$ cat config.mk
export PLATFORM = sky130hd
export DESIGN_NAME = amode_decoder
export DESIGN_NICKNAME = d
export VERILOG_FILES = /design/src/amode_pkg.sv /design/src/amode_len.sv /design/src/amode_decoder.sv
export SDC_FILE = /design/constraint.sdc
export NUM_CORES = 1
export LEC_CHECK = 0
export CELL_PAD_IN_SITES_DETAIL_PLACEMENT = 0
export CELL_PAD_IN_SITES_GLOBAL_PLACEMENT = 1
export CORE_MARGIN = 4
export CORE_UTILIZATION = 40
export CTS_BUF_LIST = sky130_fd_sc_hd__clkbuf_4 sky130_fd_sc_hd__clkbuf_8 sky130_fd_sc_hd__clkbuf_16
export DETAILED_ROUTE_END_ITERATION = 6
export DONT_BUFFER_PORTS = 1
export GPL_TIMING_DRIVEN = 0
export PLACE_DENSITY = 0.76
export SLEW_MARGIN = 10
export SYNTH_ARGS = -nofsm -noshare
export SYNTH_HDL_FRONTEND = slang
export SYNTH_SLANG_ARGS = --single-unit
$ cat constraint.sdc
create_clock -name sys_clk -period 4.85 [get_ports sys_clk]
set_input_delay 0.97 -clock sys_clk [delete_from_list [all_inputs] [get_ports sys_clk]]
set_output_delay 0.97 -clock sys_clk [all_outputs]
set_load 0.02 [all_outputs]
$ cat src/amode_pkg.sv
package amode_pkg;

    // Seventeen operand addressing modes in seven groups.
    typedef enum logic [4:0] {
        AM_INHERENT,
        AM_IMMEDIATE,
        AM_DIR_SHORT,
        AM_DIR_LONG,
        AM_IDX_NOOFS,
        AM_IDX_SHORT,
        AM_IDX_LONG,
        AM_IND_SHORT,
        AM_IND_LONG,
        AM_INDIDX_SHORT,
        AM_INDIDX_LONG,
        AM_REL_DIRECT,
        AM_REL_INDIRECT,
        AM_BIT_DIRECT,
        AM_BIT_INDIRECT,
        AM_BIT_DIR_REL,
        AM_BIT_IND_REL
    } amode_e;

    typedef enum logic [2:0] {
        GRP_INHERENT,
        GRP_IMMEDIATE,
        GRP_DIRECT,
        GRP_INDEXED,
        GRP_INDIRECT,
        GRP_RELATIVE,
        GRP_BIT
    } agroup_e;

    localparam int unsigned MODE_COUNT = 17;
    localparam logic [15:0] PAGE0_LAST = 16'h00FF;
    localparam logic [15:0] IDX_SHORT_LAST = 16'h01FE;
    localparam logic [2:0] LEN_MAX = 3'h4;

    // One decode request: mode, operand bytes and register context.
    typedef struct packed {
        amode_e      mode;
        logic        use_y;
        logic        rmw;
        logic [7:0]  byte1;
        logic [7:0]  byte2;
        logic [7:0]  index;
        logic [15:0] ptr;
        logic [15:0] pc_next;
    } dec_req_s;

    // Decode answer: length, cycles hint, effective address and flags.
    typedef struct packed {
        agroup_e     group;
        logic        short_form;
        logic [2:0]  length;
        logic [2:0]  extra_cycles;
        logic [15:0] eff_addr;
        logic        needs_ptr;
        logic        illegal;
    } dec_rsp_s;

endpackage : amode_pkg

$ cat src/amode_len.sv
module amode_len
    import amode_pkg::*;
(
    // Mode in
    input  wire amode_e     mode,
    input  wire logic       use_y,
    // Sizes out
    output logic [2:0]      length,
    output logic [2:0]      extra_cycles,
    output logic            short_form
);

    always_comb begin
        length       = 3'h1;
        extra_cycles = 3'h0;
        short_form   = 1'b1;
        unique case (mode)
            AM_INHERENT: begin
                length = 3'h1;
            end
            AM_IMMEDIATE: begin
                length = 3'h2;
            end
            AM_DIR_SHORT: begin
                length       = 3'h2;
                extra_cycles = 3'h1;
            end
            AM_DIR_LONG: begin
                length       = 3'h3;
                extra_cycles = 3'h2;
                short_form   = 1'b0;
            end
            AM_IDX_NOOFS: begin
                // The Y form needs the index prebyte.
                length       = use_y ? 3'h2 : 3'h1;
                extra_cycles = 3'h1;
            end
            AM_IDX_SHORT: begin
                length       = 3'h2;
                extra_cycles = 3'h1;
            end
            AM_IDX_LONG: begin
                length       = 3'h3;
                extra_cycles = 3'h2;
                short_form   = 1'b0;
            end
            AM_IND_SHORT, AM_INDIDX_SHORT: begin
                length       = 3'h3;
                extra_cycles = 3'h2;
            end
            AM_IND_LONG, AM_INDIDX_LONG: begin
                length       = 3'h3;
                extra_cycles = 3'h3;
                short_form   = 1'b0;
            end
            AM_REL_DIRECT: begin
                length       = 3'h2;
                extra_cycles = 3'h1;
            end
            AM_REL_INDIRECT, AM_BIT_INDIRECT, AM_BIT_DIR_REL: begin
                length       = 3'h3;
                extra_cycles = 3'h2;
            end
            AM_BIT_DIRECT: begin
                length       = 3'h2;
                extra_cycles = 3'h1;
            end
            AM_BIT_IND_REL: begin
                length       = LEN_MAX;
                extra_cycles = 3'h3;
            end
            default: begin
                length = 3'h1;
            end
        endcase
    end

endmodule : amode_len

$ cat src/amode_decoder.sv
module amode_decoder
    import amode_pkg::*;
(
    // Clock and reset
    input  wire logic     sys_clk,
    input  wire logic     rst_n,
    // Decode request
    input  wire logic     req_valid,
    input  wire dec_req_s req,
    // Decode answer
    output logic          rsp_valid_ff,
    output dec_rsp_s      rsp_ff
);

    logic [2:0]  length;
    logic [2:0]  extra_cycles;
    logic        short_form;
    agroup_e     nxt_group;
    logic [15:0] nxt_eff_addr;
    logic        nxt_needs_ptr;
    logic        nxt_illegal;
    logic [15:0] rel_target;
    logic [15:0] byte1_ext;
    logic [15:0] index_ext;
    logic [15:0] word_addr;
    logic [15:0] ptr_ext;
    logic [15:0] idx_short_addr;
    logic [15:0] idx_long_addr;
    logic [15:0] indidx_short_addr;
    logic [15:0] indidx_long_addr;
    logic [15:0] rel_ind_target;
    dec_rsp_s    nxt_rsp;

    amode_len u_len (
        .mode         (req.mode),
        .use_y        (req.use_y),
        .length       (length),
        .extra_cycles (extra_cycles),
        .short_form   (short_form)
    );

    assign byte1_ext = {8'h00, req.byte1};
    assign index_ext = {8'h00, req.index};
    assign word_addr = {req.byte1, req.byte2};
    // The PC already points past the jump, so no length correction here.
    assign rel_target = req.pc_next
        + {{8{req.byte1[7]}}, req.byte1};
    assign ptr_ext = {8'h00, req.ptr[7:0]};
    // The sums are formed side by side, so the mode select only muxes.
    assign idx_short_addr = byte1_ext + index_ext;
    assign idx_long_addr = word_addr + index_ext;
    assign indidx_short_addr = ptr_ext + index_ext;
    assign indidx_long_addr = req.ptr + index_ext;
    // Indirect relative: the offset byte was fetched through the pointer.
    assign rel_ind_target = req.pc_next
        + {{8{req.ptr[7]}}, req.ptr[7:0]};

    // Group, address and pointer use are decoded apart, so a change to one
    // table cannot disturb the others.
    always_comb begin
        nxt_group = GRP_INHERENT;
        unique case (req.mode)
            AM_INHERENT: begin
                nxt_group = GRP_INHERENT;
            end
            AM_IMMEDIATE: begin
                nxt_group = GRP_IMMEDIATE;
            end
            AM_DIR_SHORT: begin
                nxt_group = GRP_DIRECT;
            end
            AM_DIR_LONG: begin
                nxt_group = GRP_DIRECT;
            end
            AM_IDX_NOOFS: begin
                nxt_group = GRP_INDEXED;
            end
            AM_IDX_SHORT: begin
                nxt_group = GRP_INDEXED;
            end
            AM_IDX_LONG: begin
                nxt_group = GRP_INDEXED;
            end
            AM_IND_SHORT: begin
                nxt_group = GRP_INDIRECT;
            end
            AM_IND_LONG: begin
                nxt_group = GRP_INDIRECT;
            end
            AM_INDIDX_SHORT: begin
                nxt_group = GRP_INDIRECT;
            end
            AM_INDIDX_LONG: begin
                nxt_group = GRP_INDIRECT;
            end
            AM_REL_DIRECT: begin
                nxt_group = GRP_RELATIVE;
            end
            AM_REL_INDIRECT: begin
                nxt_group = GRP_RELATIVE;
            end
            AM_BIT_DIRECT: begin
                nxt_group = GRP_BIT;
            end
            AM_BIT_INDIRECT: begin
                nxt_group = GRP_BIT;
            end
            AM_BIT_DIR_REL: begin
                nxt_group = GRP_BIT;
            end
            AM_BIT_IND_REL: begin
                nxt_group = GRP_BIT;
            end
            default: begin
                // Codes beyond the seventeen modes decode as inherent.
                nxt_group = GRP_INHERENT;
            end
        endcase
    end

    always_comb begin
        nxt_eff_addr = 16'h0000;
        unique case (req.mode)
            AM_INHERENT, AM_IMMEDIATE: begin
                // No memory operand, so the address is left at zero.
                nxt_eff_addr = 16'h0000;
            end
            AM_DIR_SHORT: begin
                nxt_eff_addr = byte1_ext;
            end
            AM_DIR_LONG: begin
                nxt_eff_addr = word_addr;
            end
            AM_IDX_NOOFS: begin
                nxt_eff_addr = index_ext;
            end
            AM_IDX_SHORT: begin
                nxt_eff_addr = idx_short_addr;
            end
            AM_IDX_LONG: begin
                nxt_eff_addr = idx_long_addr;
            end
            AM_IND_SHORT: begin
                nxt_eff_addr = ptr_ext;
            end
            AM_IND_LONG: begin
                nxt_eff_addr = req.ptr;
            end
            AM_INDIDX_SHORT: begin
                nxt_eff_addr = indidx_short_addr;
            end
            AM_INDIDX_LONG: begin
                nxt_eff_addr = indidx_long_addr;
            end
            AM_REL_DIRECT: begin
                nxt_eff_addr = rel_target;
            end
            AM_REL_INDIRECT: begin
                nxt_eff_addr = rel_ind_target;
            end
            AM_BIT_DIRECT, AM_BIT_DIR_REL: begin
                nxt_eff_addr = byte1_ext;
            end
            AM_BIT_INDIRECT, AM_BIT_IND_REL: begin
                nxt_eff_addr = ptr_ext;
            end
            default: begin
                nxt_eff_addr = 16'h0000;
            end
        endcase
    end

    always_comb begin
        nxt_needs_ptr = 1'b0;
        unique case (req.mode)
            AM_IND_SHORT, AM_IND_LONG,
            AM_INDIDX_SHORT, AM_INDIDX_LONG: begin
                nxt_needs_ptr = 1'b1;
            end
            AM_REL_INDIRECT, AM_BIT_INDIRECT, AM_BIT_IND_REL: begin
                nxt_needs_ptr = 1'b1;
            end
            default: begin
                nxt_needs_ptr = 1'b0;
            end
        endcase
    end

    // Read-modify-write ops may not use long forms; flag it, not fix it.
    assign nxt_illegal = req.rmw && !short_form;

    always_comb begin
        nxt_rsp              = '0;
        nxt_rsp.group        = nxt_group;
        nxt_rsp.short_form   = short_form;
        nxt_rsp.length       = length;
        nxt_rsp.extra_cycles = extra_cycles;
        nxt_rsp.eff_addr     = nxt_eff_addr;
        nxt_rsp.needs_ptr    = nxt_needs_ptr;
        nxt_rsp.illegal      = nxt_illegal;
    end

    always_ff @(posedge sys_clk) begin
        if (!rst_n) begin
            rsp_valid_ff <= 1'b0;
        end else begin
            rsp_valid_ff <= req_valid;
        end
    end

    // The answer holds between requests, so idle cycles keep the last one.
    always_ff @(posedge sys_clk) begin
        if (!rst_n) begin
            rsp_ff <= '0;
        end else if (req_valid) begin
            rsp_ff <= nxt_rsp;
        end
    end

endmodule : amode_decoder

==> results.sh <==
export IMPL_worst_slew_pin_slew_ns=1.21
export IMPL_fp_dieArea_mm2=0.0110
export IMPL_cts_root_to_sink_buffers=2
export IMPL_pin_count_of_the_biggest_net_entering_global_routing=15
export IMPL_timing_slew_headroom_pct=18.9
export IMPL_synth_top_cell_area_share_pct=15.0
export IMPL_htreeDepth=1
export IMPL_period_minus_slack_ns=4.60
export IMPL_power_leakage_uw=0.00152
export IMPL_first_global_vias=3598
export IMPL_detail_route_antenna_nets=0
export IMPL_synthesized_area_mm2=0.00375
export IMPL_clock_tree_root_cell="sky130_fd_sc_hd__clkbuf_8"
export IMPL_cts_made_buffers=3
export IMPL_path_max_fanout=10
export IMPL_routed_wire_length_per_instance_um=21.3
export IMPL_final_common_cell="sky130_fd_sc_hd__nand2_1"
export IMPL_chipHeight_um=105
export IMPL_synth_ff_latch_count=28
export IMPL_final_min_period_over_clock_period_pct=94.9
export IMPL_post_cts_setup_buffers=0
export IMPL_clock_tree_from_tritoncts="yes"
export IMPL_critPathRequiredTime_ns=5.02
export IMPL_insertedDiodeCount=0
export IMPL_timing_hold_worst_class="flip-flop to flip-flop"
export IMPL_port_buffers=0
export IMPL_globalRouteTotalUtil_pct=22.5
export IMPL_rsz0062_at_grt="no"
export IMPL_route_final_wire_length_um=12700
export IMPL_peak_supply_drop_uv=102
export IMPL_outcome="finished, final reports clean"
export IMPL_grt_pass1_wl_um=20000
export IMPL_crit_arrival_ns=4.77
export IMPL_route_layer_met1_wl_um=5450
export IMPL_yosys_warnings=0
export IMPL_area_growth_syn_to_layout_pct=5.95
export IMPL_route_top_layer_used="met4"
export IMPL_finalWeightedCongestion=0.914
export IMPL_vias_per_cell=6.37
export IMPL_ff_latch_area_um2=561
export IMPL_vias_after_detailed_routing=3813
export IMPL_final_setup_violation_count=0
export IMPL_post_route_drc_count=0
export IMPL_syn_mean_instance_area_um2=7.76
export IMPL_antenna_found_initial=0
export IMPL_final_setup_skew_ns=0
export IMPL_clk_pin_slew_worst_paths_ns=0.10
export IMPL_final_net_count=597
export IMPL_synth_largest_area_cell="sky130_fd_sc_hd__dfxtp_1"
export IMPL_ioPinCount=95
export IMPL_initial_cell_density_of_the_core_pct=40.7
export IMPL_syn_num_nets=590
export IMPL_dominantRegCellSynth="sky130_fd_sc_hd__dfxtp_1"
export IMPL_worst_setup_path_start_kind="input port"
export IMPL_length_of_routed_met3_wiring_um=1090
export IMPL_synth_enable_flop_cells=0
export IMPL_overflow=0
export IMPL_timing_fmax_mhz=217
export IMPL_postSynthCellCount=483
export IMPL_power_per_cell_area_mw_per_mm2=179
export IMPL_wl_met2_um=5970
export IMPL_core_area_mm2=0.00920
export IMPL_totalPowerFinal_uw=709
export IMPL_fin_tns_setup_ns=0
export IMPL_n_fill_cell=944
export IMPL_first_iter_violations=359
export IMPL_cts_hold_buffers=0
export IMPL_drt_first_pass_iters=5
export IMPL_final_layout_size_suffix_gt1_share_pct=9.02
export IMPL_register_area_share_after_synthesis_pct=15.0
export IMPL_end_kind="flip-flop"
export IMPL_die_x_um=105
export IMPL_postSynth_asyncResetShare_pct=0
export IMPL_clkLatencyLatePin_ns=0.28
export IMPL_path_class="input port to flip-flop"
export IMPL_multi_input_combinational_cell_area_mm2=0.00307
export IMPL_numClockSinks=28
export IMPL_hpwlAfterDp_um=10000
export IMPL_num_rows=35
export IMPL_ys_types=62
export IMPL_yosys_top_cells_area="sky130_fd_sc_hd__dfxtp_1 15%, sky130_fd_sc_hd__ha_1 13%, sky130_fd_sc_hd__mux2_2 7.2%"
export IMPL_timing_final_max_slew_violations=0
export IMPL_cap_viol_max_count=0
export IMPL_hold_violations=0
export IMPL_mostFrequentLayoutCells="42 x sky130_fd_sc_hd__nand2_1, 40 x sky130_fd_sc_hd__a21oi_1, 38 x sky130_fd_sc_hd__ha_1, 28 x sky130_fd_sc_hd__dfxtp_1, 24 x sky130_fd_sc_hd__mux2_2"
worst paths after layout:
path / cells past startpoint / end / startpoint / slack [ns]
setup reg to reg: 3 / rsp_ff[10] / rsp_ff[10] / 3.64
hold / removal: 2 / rsp_ff[0] / rsp_ff[0] / 0.57
hold reg to reg: 2 / rsp_ff[0] / rsp_ff[0] / 0.57
setup / recovery: 17 / rsp_ff[8] / req[60] / 0.25
stage by stage:
step / utilization [%] / setup slack (ns) / cell area [um^2] / instances / hold slack (ns)
after floorplan: - / 0.271 / 3750 / 483 / 0.524
after global placement: 42.2 / -0.731 / 3880 / 594 / 0.555
after detailed placement: 42.5 / -0.786 / 3910 / 596 / 0.556
after CTS: 43.1 / 0.0487 / 3960 / 599 / 0.572
after global routing: 43.2 / 0.0249 / 3970 / 599 / 0.591
final: 43.2 / 0.248 / 3970 / 599 / 0.568
metal layers:
layer / vias up / track usage [%]
li1: 1838 / -
met1: 1809 / 30.0
met2: 152 / 36.8
met3: 14 / 4.88
met4: 0 / 5.72
met5: - / 0
report_power, final:
| group | switching [uW] | internal, uW |
|---|---|---|
| Clock | 77.9 | 56.0 |
| Combinational | 180 | 136 |
| Sequential | 19.0 | 240 |
| Total | 277 | 432 |
cell families (layout without fill, tap and decap cells):
group	count (synthesis)	count (layout)	share of synthesized area [%]
fa+ha+maj	41	41	14.3
buf+inv	37	42	3.84
flops	28	28	15.0
simple gates	146	146	19.8
compound gates	164	164	29.6
other cells	1	1	0.100
xor+xnor	34	34	7.95
mux	32	32	9.49
critical path, stage by stage:
cell and delay [ns]:
sky130_fd_sc_hd__clkbuf_1 0.29, sky130_fd_sc_hd__or3_1 0.18, sky130_fd_sc_hd__buf_2 0.16, sky130_fd_sc_hd__clkbuf_2 0.29
sky130_fd_sc_hd__buf_2 0.36, sky130_fd_sc_hd__mux2_2 0.38, sky130_fd_sc_hd__ha_1 0.20, sky130_fd_sc_hd__inv_1 0.07
sky130_fd_sc_hd__fa_1 0.21, sky130_fd_sc_hd__nor2b_1 0.07, sky130_fd_sc_hd__o31ai_1 0.56, sky130_fd_sc_hd__nand2b_1 0.12
sky130_fd_sc_hd__a21oi_1 0.21, sky130_fd_sc_hd__xor2_1 0.17, sky130_fd_sc_hd__nor2_1 0.06, sky130_fd_sc_hd__a211oi_1 0.36
sky130_fd_sc_hd__o21ai_1 0.09
cell type report:
| class | instances | area share, % |
|---|---|---|
| multi-input cells | 418 | 77.3 |
| flip-flops and latches | 28 | 14.1 |
| well taps | 111 | 3.50 |
| plain buffers | 24 | 2.46 |
| inverters | 13 | 1.23 |
| clock buffers | 3 | 1.04 |
| repair buffers | 2 | 0.378 |
flip-flops by register name, summed over array words and instances, names as in the netlist:
signal	flops
rsp_ff	27
rsp_valid_ff	1
cells in the mapped netlist, drive strengths merged, types with 12 or more instances:
master	number
a31oi	13
o21ai	32
xor2	16
nor2b	16
nand3	16
inv	12
nand2	42
xnor2	18
dfxtp	28
nor2	21
a21oi	40
ha	38
clkbuf	20
mux2	25
what timing repair did:
item                                    CTS  global route
resized for setup                         2             2
gates cloned                              0             0
endpoints found under the setup margin    5             5
No activity file was read; power rests on OpenSTA's default activity.
